[src/tpgc_defs.svh]
// Constants of the three-pin I/O configuration block: register address,
// field positions, reset value and command codes.
// Assumes inclusion by bare name from every file that needs them.
`ifndef TPGC_DEFS_SVH
`define TPGC_DEFS_SVH

// =====================================================================
// Register map
`define TPGC_CFG_ADDR      3'h4
`define TPGC_CFG_RESET     8'h00
`define TPGC_CFG_WMASK     8'h7F

// =====================================================================
// Field positions of the I/O configuration register
`define TPGC_BIT_RSVD      7
`define TPGC_BIT_DIR0      4
`define TPGC_BIT_SEL2      3

// =====================================================================
// Serial command set
`define TPGC_SYNC_WORD     8'h55
`define TPGC_CMD_WREG      4'h4
`define TPGC_CMD_RREG      4'h2
`define TPGC_CMD_RESET     8'h06

// =====================================================================
// Autobaud: falling edges of the sync word after its first; it spans eight
// bit times between its first and fifth falling edge; the shift divides by eight
`define TPGC_SYNC_FALLS    3'h4
`define TPGC_SYNC_SHIFT    3

`endif

[src/tpgc_pkg.sv]
// Types shared by the I/O configuration block and its serial engine.
// Assumes tpgc_defs.svh holds all numeric constants.
package tpgc_pkg;

    // =================================================================
    // Serial engine states
    typedef enum logic [1:0] {
        U_IDLE = 2'b00,
        U_SYNC = 2'b01,
        U_RX   = 2'b10,
        U_TX   = 2'b11
    } tpgc_ustate_t;

    // =================================================================
    // Command parser states
    typedef enum logic [1:0] {
        P_SYNC  = 2'b00,
        P_CMD   = 2'b01,
        P_WDATA = 2'b10,
        P_TX    = 2'b11
    } tpgc_pstate_t;

    // =================================================================
    // Received byte from the serial engine
    typedef struct packed {
        logic       valid;
        logic [7:0] data;
    } tpgc_rx_t;

    // =================================================================
    // Pin drive towards the pads
    typedef struct packed {
        logic [2:0] out;
        logic [2:0] oe_n;
    } tpgc_pins_t;

    // =================================================================
    // Whole state of the top module
    typedef struct packed {
        tpgc_pstate_t pst;
        logic [7:0]   cfg;
        logic [2:0]   addr;
        logic         tx_go;
        logic [7:0]   tx_data;
        logic         ready;
        logic         rx_m;
        logic         rx_s;
        logic [2:0]   pin_m;
        logic [2:0]   pin_s;
        tpgc_pins_t   pins;
        logic [7:0]   rd;
    } tpgc_state_t;

endpackage : tpgc_pkg

[src/tpgc_uart.sv]
// Half-duplex 8-N-1 serial engine with autobaud from the sync word.
// Assumes i_rx is already synchronised to i_clk.
`timescale 1ns/100ps
`include "tpgc_defs.svh"

module tpgc_uart #(
    parameter int CNT_W = 20
) (
    // Clock, reset and enable
    input  wire logic           i_clk,
    input  wire logic           i_rst,
    input  wire logic           i_ce,
    // Serial line
    input  wire logic           i_rx,
    output logic                o_tx,
    // Control
    input  wire logic           i_sync_mode,
    input  wire logic           i_tx_start,
    input  wire logic [7:0]     i_tx_data,
    output logic                o_tx_busy,
    output logic                o_sync_done,
    output tpgc_pkg::tpgc_rx_t  o_rx
);

    // =================================================================
    // Parameter check
    if (CNT_W < 8 || CNT_W > 31) begin : g_chk
        $error("tpgc_uart: CNT_W must lie in 8..31");
    end

    // =================================================================
    // State
    typedef struct packed {
        tpgc_pkg::tpgc_ustate_t st;
        logic [CNT_W-1:0]       cnt;
        logic [CNT_W-1:0]       period;
        logic [3:0]             bitn;
        logic [2:0]             edges;
        logic [9:0]             sh;
        logic                   prev;
        logic                   txl;
        logic                   sync_done;
        tpgc_pkg::tpgc_rx_t     rx;
    } tpgc_ust_t;

    tpgc_ust_t q;
    tpgc_ust_t d;
    logic      fall;

    always_comb begin
        d           = q;
        d.sync_done = 1'b0;
        d.rx.valid  = 1'b0;
        d.prev      = i_rx;
        fall        = q.prev & ~i_rx;
        case (q.st)
            tpgc_pkg::U_IDLE: begin
                d.txl = 1'b1;
                if (i_tx_start) begin
                    d.st   = tpgc_pkg::U_TX;
                    d.sh   = {1'b1, i_tx_data, 1'b0};
                    d.txl  = 1'b0;
                    d.cnt  = q.period - 1'b1;
                    d.bitn = 4'h9;
                end else if (fall) begin
                    if (i_sync_mode) begin
                        d.st    = tpgc_pkg::U_SYNC;
                        d.cnt   = '0;
                        d.edges = 3'h1;
                    end else begin
                        d.st   = tpgc_pkg::U_RX;
                        d.cnt  = q.period >> 1;
                        d.bitn = 4'h0;
                    end
                end
            end
            tpgc_pkg::U_SYNC: begin
                // Alternating bits of the sync word give a falling edge
                // every second bit time
                d.cnt = q.cnt + 1'b1;
                if (fall) begin
                    if (q.edges == `TPGC_SYNC_FALLS) begin
                        d.period    = CNT_W'(({1'b0, q.cnt} + 1'b1)
                                      >> `TPGC_SYNC_SHIFT);
                        d.sync_done = 1'b1;
                        d.st        = tpgc_pkg::U_IDLE;
                    end else begin
                        d.edges = q.edges + 1'b1;
                    end
                end else if (&q.cnt) begin
                    d.st = tpgc_pkg::U_IDLE;
                end
            end
            tpgc_pkg::U_RX: begin
                if (q.cnt == '0) begin
                    d.cnt  = q.period - 1'b1;
                    d.bitn = q.bitn + 1'b1;
                    if (q.bitn == 4'h0 && i_rx) begin
                        d.st = tpgc_pkg::U_IDLE;
                    end else if (q.bitn == 4'h9) begin
                        d.st       = tpgc_pkg::U_IDLE;
                        d.rx.valid = i_rx;
                        d.rx.data  = q.sh[7:0];
                    end else if (q.bitn != 4'h0) begin
                        d.sh = {q.sh[9:8], i_rx, q.sh[7:1]};
                    end
                end else begin
                    d.cnt = q.cnt - 1'b1;
                end
            end
            tpgc_pkg::U_TX: begin
                if (q.cnt == '0) begin
                    d.cnt = q.period - 1'b1;
                    if (q.bitn == 4'h0) begin
                        d.st  = tpgc_pkg::U_IDLE;
                        d.txl = 1'b1;
                    end else begin
                        d.sh   = {1'b1, q.sh[9:1]};
                        d.txl  = q.sh[1];
                        d.bitn = q.bitn - 1'b1;
                    end
                end else begin
                    d.cnt = q.cnt - 1'b1;
                end
            end
            default: d.st = tpgc_pkg::U_IDLE;
        endcase
    end

    always_ff @(posedge i_clk) begin
        if (i_rst) begin
            q        <= '0;
            q.period <= CNT_W'(1);
            q.prev   <= 1'b1;
            q.txl    <= 1'b1;
        end else if (i_ce) begin
            q <= d;
        end
    end

    assign o_tx        = q.txl;
    assign o_tx_busy   = (q.st == tpgc_pkg::U_TX);
    assign o_sync_done = q.sync_done;
    assign o_rx        = q.rx;

endmodule : tpgc_uart

[src/tpgc_top.sv]
// Three general-purpose I/O pins under one configuration register,
// reached over a serial command port with a sync word per command.
// Assumes pads resolve level from out and oe_n, and the converter
// datapath pulses result-new and result-read on i_clk.
//
// Function
// - I/O configuration register sits at address 04h, resets to 00h.
// - Bit 7 is reserved, reads zero; host writes zero there.
// - Bit 6 sets pin 2 direction: 0 input (default), 1 output.
// - Bit 5 sets pin 1 direction: 0 input (default), 1 output.
// - Bit 4 sets pin 0 direction: 0 input (default), 1 output.
// - Bit 3 picks pin 2 source when output: level bit or ready flag.
// - Bit 2 drives pin 2 as output, shows its sampled level as input.
// - Bit 1 drives pin 1 as output, shows its sampled level as input.
// - Bit 0 drives pin 0 as output, shows its sampled level as input.
// - Each command follows a sync word; baud rate comes from it.
// - Ready flag sets on a new result, clears when data are read.
// - Pin 2 carrying the ready flag goes low when data are ready.
`timescale 1ns/100ps
`include "tpgc_defs.svh"

module tpgc_top #(
    parameter int CNT_W = 20
) (
    // Clock, reset, enable
    input  wire logic            i_clk,
    input  wire logic            i_rst,
    input  wire logic            i_ce,
    // Serial command port
    input  wire logic            i_rx,
    output logic                 o_tx,
    // I/O pins
    input  wire logic [2:0]      i_pin_in,
    output tpgc_pkg::tpgc_pins_t o_pins,
    // Converter datapath
    input  wire logic            i_result_new,
    input  wire logic            i_result_read,
    output logic                 o_conversion_ready,
    // Register readback
    output logic [7:0]           o_config
);

    // =================================================================
    // Readback: input pins show their sampled level
    function automatic logic [7:0] cfg_read(input logic [7:0] cfg,
                                            input logic [2:0] pin);
        logic [7:0] r;
        r                 = cfg;
        r[`TPGC_BIT_RSVD] = 1'b0;
        for (int i = 0; i < 3; i++) begin
            r[i] = cfg[`TPGC_BIT_DIR0 + i] ? cfg[i] : pin[i];
        end
        return r;
    endfunction : cfg_read

    // =================================================================
    // State and serial engine
    tpgc_pkg::tpgc_state_t q;
    tpgc_pkg::tpgc_state_t d;
    tpgc_pkg::tpgc_rx_t    rx;
    logic                  sync_done;
    logic                  tx_busy;
    logic [7:0]            cmd;
    logic                  to_ready;

    tpgc_uart #(
        .CNT_W       (CNT_W)
    ) u_uart (
        .i_clk       (i_clk),
        .i_rst       (i_rst),
        .i_ce        (i_ce),
        .i_rx        (q.rx_s),
        .o_tx        (o_tx),
        .i_sync_mode (q.pst == tpgc_pkg::P_SYNC),
        .i_tx_start  (q.tx_go),
        .i_tx_data   (q.tx_data),
        .o_tx_busy   (tx_busy),
        .o_sync_done (sync_done),
        .o_rx        (rx)
    );

    assign cmd = rx.data;

    // =================================================================
    // Next state
    always_comb begin
        d       = q;
        d.tx_go = 1'b0;
        // Two-stage synchronisers for everything that enters from pads
        d.rx_m  = i_rx;
        d.rx_s  = q.rx_m;
        d.pin_m = i_pin_in;
        d.pin_s = q.pin_m;
        // A new result in the same cycle as a read keeps the flag set
        d.ready = i_result_new | (q.ready & ~i_result_read);

        case (q.pst)
            tpgc_pkg::P_SYNC: begin
                // Every command must be preceded by a fresh sync word
                if (sync_done) begin
                    d.pst = tpgc_pkg::P_CMD;
                end
            end
            tpgc_pkg::P_CMD: begin
                if (rx.valid) begin
                    d.pst = tpgc_pkg::P_SYNC;
                    if (cmd[7:4] == `TPGC_CMD_WREG) begin
                        d.addr = cmd[3:1];
                        d.pst  = tpgc_pkg::P_WDATA;
                    end else if (cmd[7:4] == `TPGC_CMD_RREG) begin
                        // Other addresses belong to other blocks
                        d.tx_data = (cmd[3:1] == `TPGC_CFG_ADDR) ?
                                    cfg_read(q.cfg, q.pin_s) : 8'h00;
                        d.tx_go   = 1'b1;
                        d.pst     = tpgc_pkg::P_TX;
                    end else if (cmd == `TPGC_CMD_RESET) begin
                        d.cfg = `TPGC_CFG_RESET;
                    end
                end
            end
            tpgc_pkg::P_WDATA: begin
                if (rx.valid) begin
                    if (q.addr == `TPGC_CFG_ADDR) begin
                        d.cfg = rx.data & `TPGC_CFG_WMASK;
                    end
                    d.pst = tpgc_pkg::P_SYNC;
                end
            end
            tpgc_pkg::P_TX: begin
                if (!q.tx_go && !tx_busy) begin
                    d.pst = tpgc_pkg::P_SYNC;
                end
            end
            default: d.pst = tpgc_pkg::P_SYNC;
        endcase

        // Pin drive; enables are active low
        for (int i = 0; i < 3; i++) begin
            d.pins.oe_n[i] = ~q.cfg[`TPGC_BIT_DIR0 + i];
            d.pins.out[i]  = q.cfg[i];
        end
        if (q.cfg[`TPGC_BIT_SEL2]) begin
            d.pins.out[2] = ~q.ready;
        end
        d.rd = cfg_read(q.cfg, q.pin_s);
    end

    // =================================================================
    // Registers; reset wins over the clock enable
    always_ff @(posedge i_clk) begin
        if (i_rst) begin
            q           <= '0;
            q.cfg       <= `TPGC_CFG_RESET;
            q.rx_m      <= 1'b1;
            q.rx_s      <= 1'b1;
            q.pins.oe_n <= 3'h7;
        end else if (i_ce) begin
            q <= d;
        end
    end

    assign o_pins             = q.pins;
    assign o_conversion_ready = q.ready;
    assign o_config           = q.rd;
endmodule : tpgc_top

[config.mk]
export PLATFORM = sky130hd
export DESIGN_NAME = tpgc_top
export DESIGN_NICKNAME = d
export VERILOG_FILES = /design/src/tpgc_pkg.sv /design/src/tpgc_uart.sv /design/src/tpgc_top.sv
export VERILOG_INCLUDE_DIRS = /design/src
export SDC_FILE = /design/constraint.sdc
export NUM_CORES = 1
export LEC_CHECK = 0
export ABC_AREA = 0
export BUFFER_PORTS_ARGS = -buffer_cell sky130_fd_sc_hd__buf_2
export CAP_MARGIN = 10
export CORE_ASPECT_RATIO = 0.75
export CORE_MARGIN = 3
export CORE_UTILIZATION = 38
export CTS_BUF_LIST = sky130_fd_sc_hd__clkbuf_8
export DETAILED_ROUTE_END_ITERATION = 10
export PLACE_DENSITY_LB_ADDON = 0.3
export SLEW_MARGIN = 20
export SYNTH_ARGS = -nofsm -noshare
export SYNTH_HDL_FRONTEND = slang
export SYNTH_HIERARCHICAL = 1
export SYNTH_SLANG_ARGS = --single-unit
[constraint.sdc]
create_clock -name i_clk -period 3.2 [get_ports i_clk]
set_clock_uncertainty 0.05 [all_clocks]
set_input_delay 0.48 -clock i_clk [delete_from_list [all_inputs] [get_ports i_clk]]
set_output_delay 0.48 -clock i_clk [all_outputs]
set_load 0.005 [all_outputs]
Word-level counts from Yosys, hierarchy flattened
Index checks and enable logic that the tools add are counted.
{"block": "totals", "input_bits": 9, "elab_cells": 175, "output_inout_bits": 16, "ram_bits": 0, "n_memories": 0, "romBits": 0, "latchBits": 0, "regBits": 112}
{"block": "op_classes", "n_bitwise": 12, "div_mod_pow": 0, "mux": 65, "n_eq_ne": 39, "multipliers": 0, "magnitude_cmp": 0, "n_addsub": 7, "n_reduce_logical": 27, "shift": 0}
{"operator": "22-bit two-way mux", "n": 4}
{"operator": "22-bit one-hot mux with 4 select lines", "n": 1}
{"operator": "10-bit two-way mux", "n": 7}
{"operator": "9-bit two-way mux", "n": 7}
{"operator": "8-bit two-way mux", "n": 5}
{"operator": "10-bit one-hot mux with 3 select lines", "n": 1}
{"operator": "2-bit two-way mux", "n": 12}
{"operator": "2-bit inequality test (second input constant)", "n": 12}
{"operator": "20-bit by 1-bit adder with 21-bit output (second input constant)", "n": 1}
{"operator": "20-bit by 1-bit adder with 20-bit output (second input constant)", "n": 1}
{"operator": "20-bit logical NOT", "n": 1}
{"operator": "20-bit two-way mux", "n": 1}
{"operator": "4-bit two-way mux", "n": 5}
{"operator": "20-bit AND reduction", "n": 1}
{"operator": "20-bit by 1-bit subtractor with 20-bit output (second input constant)", "n": 1}
{"operator": "18-bit by 1-bit subtractor with 19-bit output (second input constant)", "n": 1}
{"operator": "2-bit by 1-bit inequality test with 1-bit output (second input constant)", "n": 9}
{"operator": "8-bit AND reduction", "n": 2}
{"operator": "3-bit two-way mux", "n": 5}
{"operator": "5-bit AND reduction", "n": 3}
{"operator": "7-bit two-way mux", "n": 2}
{"operator": "7-bit one-hot mux with 2 select lines", "n": 1}
{"operator": "7-bit AND reduction", "n": 2}
{"operator": "4-bit one-hot mux with 3 select lines", "n": 1}
{"operator": "32 further kinds", "n": 64}

Longest topological paths before layout
Gate-level depths: netlist (run 1).
{"block": "logic_depth", "ltp_word": 6, "ltp_mapped": 11, "depth_no_buf": 8}

Hierarchy
The synthesis (run 1) kept the hierarchy.
{"module": "tpgc_uart", "n_inst": 1, "area_each_um2": 4966.0, "seq_area_each_um2": 1381.3, "cells_each": 634}
{"module": "tpgc_top", "n_inst": 1, "area_each_um2": 1874.3, "seq_area_each_um2": 840.8, "cells_each": 199}

Worst setup path before layout (run 1)
OpenSTA, ideal clock, no wires.
{"block": "synth_path", "path_type": "register to register", "start": "register u_uart/q[69] in the netlist's numbering", "end": "register u_uart/q[70] in the netlist's numbering", "required_time_ns": 3.085, "stages_incl_launch_ff": 8, "path_slack_ns": 0.824, "arrival_time_ns": 2.261, "synth_period_minus_slack_ns": 2.376, "setup_ns": 0.065, "path_cell_list": "dfxtp_1 ha_1 clkbuf_1 nor2_1 a21oi_1 or4_4 mux2_1 nor2_1"}
{"block": "synth_via", "elab_chain_cells": 3, "word_cells_on_any_way": 13, "classes_between": "eq/ne: 10; mux: 1; reduce/logical: 2"}
{"item": "start, declared", "line_no": "tpgc_uart.sv:46", "source": "tpgc_ust_t q;"}
{"item": "2-bit equality test (*)"}
{"item": "via tx_busy", "line_no": "tpgc_top.sv:62", "source": "logic tx_busy;"}
{"item": "2-bit by 1-bit inequality test with 1-bit output (no line)"}
{"item": "8-bit AND reduction (no line)"}
The timed path passes the listed nets; every way through them passes the cells marked *.
A chain may end at the register's enable or synchronous reset.

Final worst setup path (run 1)
{"block": "layout_path", "start": "register u_uart/q[49] in the netlist's numbering", "end": "register u_uart/q[52] in the netlist's numbering"}
{"block": "layout_via", "elab_chain_cells": 3, "word_cells_on_any_way": 5, "classes_between": "add/sub: 2; mux: 2; reduce/logical: 1"}
{"item": "20-bit by 1-bit subtractor with 20-bit output or 20-bit logical NOT (tied branches)"}
{"item": "20-bit two-way mux", "line_no": "tpgc_uart.sv:95, tpgc_uart.sv:112"}
{"item": "22-bit one-hot mux with 4 select lines (*)", "line_no": "tpgc_uart.sv:56", "source": "case (q.st)"}
Every way passes the cells marked *; elsewhere a longest branch is shown, timed or not.

==> run_results.csv, run 1 <==
group,metric,value,unit
detailed_routing,route.detailed.drc,0,
sta,fin_crit,2.87,ns
clock_tree,worstSkewPairLatency,0.42,ns
power_and_ir_drop,ir_drop,0.179,mV
global_routing,overflow,0,
sta,fmax,349,MHz
hold_path,min_to,"d[20]",
floorplanning,die_x,161,um
logic_synthesis,synth_cells,833,
cells_and_area,layout_commonest_cell,"dfxtp_1",
floorplanning,coreArea,0.0172,sq mm
hold_path,min_from,"i_rx",
logic_synthesis,netlist_area,0.00684,sq mm
sta,rsz0062_at_grt,"false",
worst_setup_path,timing.rr.start,"u_uart/q[49]",
worst_setup_path,cp-end-kind,"flop",
detailed_routing,dr.pass1.iters,5,
clock_tree,cts_sinks,111,
sta,finalSetupTns,0,ns
worst_setup_path,worstPathArrival,3.13,ns
power_and_ir_drop,pwr_density_cell,410,mW/mm^2
floorplanning,ioPinCount,25,
clock_tree,clkTransAtPathRegs,0.13,ns
floorplanning,die_h,122,um
logic_synthesis,synth_edf_count,0,
sta,setup_viol,0,
run,maxCapViolCount,0,
detailed_routing,wl_per_cell,18.3,um
global_routing,grt_pass1_wl,30500,um
floorplanning,initial_core_util,39.7,%
logic_synthesis,yosysSeqAreaShare,32.5,%
detailed_routing,drtAntennaViolNets,0,
clock_tree,cts_setup_buffers,0,
sta,drv_slew,0,
worst_setup_path,timing.rr.end,"u_uart/q[52]",
cells_and_area,nets,829,
clock_tree,cts_resized,0,
worst_setup_path,crit_type,"reg -> reg",
clock_tree,cts_buffers,9,
cells_and_area,final_cell_mix,"111 x dfxtp_1, 109 x nor2_1, 66 x nand2_1, 39 x a21oi_1, 36 x mux2i_1",
detailed_routing,initialDrtViolationCount,728,
logic_synthesis,yosysWarnings,6,
floorplanning,die-area,0.0197,sq mm
logic_synthesis,ys.flop_type,"dfxtp_1",
worst_setup_path,required,3.46,ns
clock_tree,clockRootBuffer,"clkbuf_8",
hold_path,whs_path_depth,2,
worst_setup_path,worst-path-max-fanout,9,
cells_and_area,antenna-diode-count,0,
power_and_ir_drop,total_power,2950,uW
clock_tree,cts_hold_buffers,0,
sta,post-route-period-util,89.6,%
placement,hpwl,13700,um
placement,portBuffers,23,
detailed_routing,vias,6004,
cells_and_area,drive_gt1_share,12.2,%
logic_synthesis,synth-async-reset-ratio,0,%
global_routing,grt_pass1_vias,5281,
clock_tree,htree_levels,3,
run_status,outcome,"completed",
logic_synthesis,ys_ff_latch,111,
sta,slew_headroom,45.5,%
clock_tree,cts_tree,"built",
floorplanning,rows,41,
worst_setup_path,reg2reg_slack,0.33,ns
global_routing,track_usage,19.6,%
detailed_routing,finalWirelength,19200,um
hold_path,hp-class,"in -> reg",
logic_synthesis,synthDistinctLibCells,89,
cells_and_area,area_growth,5.19,%
detailed_routing,drt-vias-per-instance,5.73,
placement,gp_congestion,0.934,
global_routing,grt_antenna_before_repair,0,
sta,hold_viol,0,
sta,worst_slew_pin_slew,0.814,ns
logic_synthesis,syn_avg_cell_area,8.21,sq um
global_routing,grt_start_max_net_pins,81,
worst_setup_path,start_kind,"flop",
power_and_ir_drop,total_leakage_power,0.00258,uW
worst_setup_path,worstRegToRegCells,8,
clock_tree,cts_buffer_depth,2,
==> flip-flops by register name, indices dropped and copies added (netlist names) <==
signal	cells
d	10
o_config	7
o_conversion_ready	1
o_pins	6
q	18
u_uart/o_rx	9
u_uart/o_sync_done	1
u_uart/o_tx	1
u_uart/q	58
==> synth_stat cells (all sizes together), types with 3 or more instances <==
cell,n,area [sq um]
o21a,4,30.0
a221oi,9,85.1
or3,7,43.8
inv,22,82.6
a311oi,10,87.6
xor2,20,175
ha,13,163
clkbuf,40,151
nand2,67,254
and3,3,18.8
mux2i,36,360
or4b,3,30.0
a31oi,3,18.8
and2,3,18.8
a21o,4,30.0
o31ai,6,45.0
o41ai,4,35.0
a22oi,8,60.1
a2111oi,5,62.6
a21oi,40,204
buf,45,308
o21ai,23,123
nor2b,5,31.3
nor3,27,140
nor2,112,435
nand4,10,68.8
dfxtp,111,2220
o211ai,8,60.1
nor3b,4,30.0
nand3,23,125
nand2b,15,93.8
or2,5,33.8
a211oi,26,213
or4,11,93.8
nand3b,11,82.6
o22ai,3,18.8
a211o,5,43.8
xnor2,27,236
nor4,15,143
o31a,4,35.0
==> how the worst max path moves through the flow <==
| stage | startpoint | to | slack [ns] |
|---|---|---|---|
| floorplan | u_uart/q[69] | u_uart/q[70] | 0.82 |
| global placement | u_uart/q[49] | u_uart/q[52] | 0.49 |
| finish | u_uart/q[49] | u_uart/q[52] | 0.33 |
| CTS | u_uart/q[49] | u_uart/q[52] | 0.37 |
| detailed placement | u_uart/q[49] | u_uart/q[62] | 0.42 |
| global route | u_uart/q[49] | u_uart/q[52] | 0.09 |
==> cells by family (layout without fill, tap and decap cells) <==
logic type / count (synthesis) / count (layout) / share of synthesized area, %
compound gates: 182 / 182 / 19.5
xor+xnor: 47 / 47 / 6.02
fa+ha+maj: 14 / 14 / 2.67
buf+inv: 108 / 85 / 7.97
flops: 111 / 111 / 32.5
mux: 38 / 38 / 5.60
other cells: 1 / 2 / 0.0548
simple gates: 332 / 332 / 25.7
==> worst max-delay path, stage by stage, from the launching register on <==
cell and delay, ns:
dfxtp_1 0.39, inv_1 0.11, ha_1 0.24, nor4b_4 0.30, nand2_1 0.21, or4_1 0.72
mux2i_1 0.21, o221a_2 0.24, o41ai_1 0.30
==> metrics by stage <==
step           hold WS [ns]  setup WS, ns  instances  utilization [%]  area [sq um]
2_1_floorplan         0.382         0.824        834                -          6840
3_3_place_gp          0.400         0.486       1031             40.5          6970
3_5_place_dp          0.403         0.420       1031             40.5          6970
4_1_cts               0.206         0.370       1047             41.7          7200
5_1_grt               0.202        0.0861       1047             41.7          7200
6_report              0.231         0.333       1047             41.7          7200
==> where the power goes <==
group | total [uW] | switching [uW] | internal [uW]
Clock | 917 | 595 | 322
Sequential | 1480 | 60.8 | 1420
Combinational | 558 | 345 | 213
Total | 2950 | 1000 | 1950
==> per-layer routing <==
layer | routed length [um] | up-vias | track usage, %
met5 | 0 | - | 0
met4 | 171 | 0 | 3.98
met3 | 1920 | 20 | 5.61
met2 | 7110 | 262 | 24.9
met1 | 9970 | 2808 | 31.8
li1 | - | 2914 | -
==> area by class of cell <==
| class | instances | area (sq um) |
|---|---|---|
| Timing Repair Buffer | 46 | 290 |
| Clock inverter | 7 | 98.8 |
| Sequential cell | 111 | 2220 |
| Inverter | 23 | 86.3 |
| Fill cell | 1761 | 10000 |
| Tap cell | 236 | 295 |
| Clock buffer | 9 | 124 |
| Multi-Input combinational cell | 615 | 4080 |
(Power assumes the default switching activity.)
==> run 2: changes to the inputs <==
Settings changed: SYNTH_HIERARCHICAL 1 to not set.
==> run 2 against run 1 <==
Non-clock buffer count down 5. Largest power group unchanged. Design area down 5.8%. Critical endpoint is now u_uart.q[20]. Via count down 8.2%. Maximum frequency up 6.9%. Synthesized area down 7.0%. Clock-buffer cell count up 1. First-iteration DRC count down 11%.
==> run_results.csv, run 2 <==
group,metric,value,unit
floorplanning,rows,40,
detailed_routing,dr.pass1.iters,5,
floorplanning,coreArea,0.0162,sq mm
hold_path,min_from,"i_rx",
power_and_ir_drop,power_switching,944,uW
detailed_routing,wl_per_cell,17.2,um
placement,dpl_cell_area,0.00653,sq mm
power_and_ir_drop,internal-power,2170,uW
placement,portBuffers,23,
hold_path,hp-class,"in -> reg",
global_routing,track_usage,18.5,%
sta,fmax,373,MHz
logic_synthesis,yosysTopAreaCellShare,34.9,%
run_status,outcome,"completed",
power_and_ir_drop,ir_drop,0.184,mV
hold_path,whs_path_depth,3,
clock_tree,clockRootBuffer,"clkbuf_8",
global_routing,grt_start_max_net_pins,61,
worst_setup_path,timing.rr.start,"u_uart.q[49]",
logic_synthesis,synth.largest_area_cell,"dfxtp_1",
sta,fin_crit,2.68,ns
worst_setup_path,reg2reg_slack,0.52,ns
global_routing,grt_antenna_before_repair,0,
detailed_routing,route.detailed.drc,0,
global_routing,grt_pass1_vias,4995,
sta,finalSetupTns,0,ns
power_and_ir_drop,pwr_density_cell,459,mW/mm^2
logic_synthesis,synthTopCellsByArea,"dfxtp_1 35%, mux2i_1 6.6%, nor2_1 5.7%, nand2_1 4.4%, a21oi_1 3.9%",
logic_synthesis,syn-num-nets,800,
clock_tree,worstSkewPairLatency,0.39,ns
cells_and_area,design_area,0.00678,sq mm
clock_tree,cts_buffers,9,
sta,rsz0062_at_grt,"false",
cells_and_area,drive_gt1_share,11.6,%
cells_and_area,seq_area,0.00222,sq mm
worst_setup_path,crit_type,"reg -> reg",
worst_setup_path,timing.rr.end,"u_uart.q[20]",
logic_synthesis,yosysWarnings,0,
power_and_ir_drop,seq_power_share,47.4,%
placement,hpwl,11800,um
placement,placed_cells,962,
logic_synthesis,ys_ff_latch,111,
clock_tree,cts_setup_buffers,0,
logic_synthesis,synthDistinctLibCells,74,
floorplanning,die_h,118,um
cells_and_area,n_fill_cell,1647,
logic_synthesis,yosysSeqAreaShare,34.9,%
hold_path,min_to,"d[20]",
worst_setup_path,required,3.48,ns
logic_synthesis,synth_commonest_cells,"111 x dfxtp_1, 97 x nor2_1, 75 x nand2_1",
floorplanning,die-area,0.0184,sq mm
cells_and_area,largest_reg_flops,58,
sta,slew_headroom,28.8,%
clock_tree,clkTransAtPathRegs,0.11,ns
sta,hold_viol,0,
worst_setup_path,worstRegToRegCells,8,
detailed_routing,finalWirelength,16800,um
detailed_routing,initialDrtViolationCount,651,
run,maxCapViolCount,0,
logic_synthesis,yosysMostFrequentCell,"dfxtp_1",
floorplanning,die_x,155,um
worst_setup_path,worst-path-max-fanout,10,
sta,setup_viol,0,
cells_and_area,multiInputGateArea,0.00370,sq mm
placement,gp_congestion,0.889,
floorplanning,ioPinCount,25,
detailed_routing,drt-vias-per-instance,5.63,
clock_tree,htree_levels,3,
worst_setup_path,worstPathArrival,2.96,ns
floorplanning,initial_core_util,39.3,%
power_and_ir_drop,total_leakage_power,0.00243,uW
cells_and_area,top_register,"u_uart.q",
logic_synthesis,synth_edf_count,0,
sta,post-route-period-util,83.8,%
power_and_ir_drop,switching_share,30.3,%
global_routing,grt_pass1_wl,27700,um
worst_setup_path,start_kind,"flop",
cells_and_area,nets,780,
global_routing,overflow,0,
detailed_routing,drtAntennaViolNets,0,
logic_synthesis,synth-async-reset-ratio,0,%
cells_and_area,fin_cells,978,
worst_setup_path,cp-startpoint,"u_uart.q[49]",
logic_synthesis,syn_avg_cell_area,8.13,sq um
logic_synthesis,netlist_area,0.00636,sq mm
sta,worst_slew_pin_slew,1.07,ns
clock_tree,cts_resized,0,
cells_and_area,final_cell_mix,"111 x dfxtp_1, 97 x nor2_1, 75 x nand2_1, 50 x a21oi_1, 42 x mux2i_1",
cells_and_area,antenna-diode-count,0,
worst_setup_path,cp-end-kind,"flop",
clock_tree,cts_buffer_depth,2,
detailed_routing,vias,5510,
cells_and_area,layout_commonest_cell,"dfxtp_1",
clock_tree,cts_sinks,111,
sta,drv_slew,0,
power_and_ir_drop,pwr-share-clk,33.9,%
logic_synthesis,ys.flop_type,"dfxtp_1",
sta,holdWs,0.263,ns
cells_and_area,area_growth,6.45,%
logic_synthesis,synth_cells,783,
clock_tree,cts_hold_buffers,0,
clock_tree,cts_tree,"built",
power_and_ir_drop,combPwrFrac,18.7,%
## run 2: cell count changes in the layout (fill, tap and decap cells not counted), moves of 6 or more
cell,delta
a21oi_1,+11
a311oi_1,-7
nor2_1,-12
nand3_1,+8
a31oi_1,+6
o21ai_0,+18
nor3_1,-9
ha_1,-6
mux2i_1,+6
nand2_1,+9
nand3b_1,-11
## run 2: how the worst max path moves through the flow
stage	slack (ns)	endpoint	cells after the start
2_1_floorplan	1.05	u_uart.o_rx[0]	9
3_3_place_gp	0.67	u_uart.q[20]	8
3_5_place_dp	0.61	u_uart.o_rx[1]	9
4_1_cts	0.58	u_uart.o_rx[5]	9
5_1_grt	0.26	u_uart.q[20]	8
6_report	0.52	u_uart.q[20]	8
## run 2: area by class of cell
cell class / instances / area share (%)
timing repair buffer: 41 / 3.73
sequential: 111 / 32.8
clock inverter: 6 / 1.66
tap: 210 / 3.88
inverter: 22 / 1.22
multi-input combinational: 578 / 54.7
clock buffer: 10 / 2.03
## run 2: routing by layer
layer / vias up / global-route usage, % / part of all wire [%]
met3: 7 / 4.19 / 7.2
li1: 2745 / - / -
met4: 0 / 3.61 / 0.70
met5: - / 0 / 0
met2: 196 / 24.1 / 38
met1: 2562 / 30.4 / 54
## run 2: stage by stage
| step | util, % | power (uW) | worst slack [ns] |
|---|---|---|---|
| 6_report | 41.8 | 3110 | 0.519 |
| 5_1_grt | 41.8 | 3250 | 0.264 |
| 4_1_cts | 41.8 | 3120 | 0.583 |
| 3_5_place_dp | 40.2 | 2070 | 0.614 |
| 3_3_place_gp | 40.2 | 2070 | 0.671 |
| 2_1_floorplan | - | 1940 | 1.05 |
## run 2: cell families (layout without fill, tap and decap cells)
group,Yosys count,after routing,synth area share (%)
other,1,1,0.0589
buffers and inverters,94,79,7.06
AOI/OAI and AO/OA,188,188,20.4
and+or+nand+nor,298,298,23.6
adders and majority gates,8,8,1.69
DFF,111,111,34.9
xor gates and xnor gates,40,40,5.50
muxes,43,43,6.78
## run 2: power groups by stage
stage / clock network [uW] / registers, uW / logic, uW
after floorplan: 0 / 1470 / 467
after global placement: 0 / 1500 / 570
after detailed placement: 0 / 1500 / 569
after CTS: 1080 / 1470 / 571
after global routing: 1130 / 1480 / 641
final: 1060 / 1470 / 582
## run 2: worst max-delay path: stages, from the launching register on
cell,delay [ns]
dfxtp_1,0.39
inv_1,0.14
ha_1,0.21
nor3b_1,0.51
nand3_2,0.24
o21ai_4,0.42
nand3_1,0.18
or3_1,0.33
a21oi_1,0.14
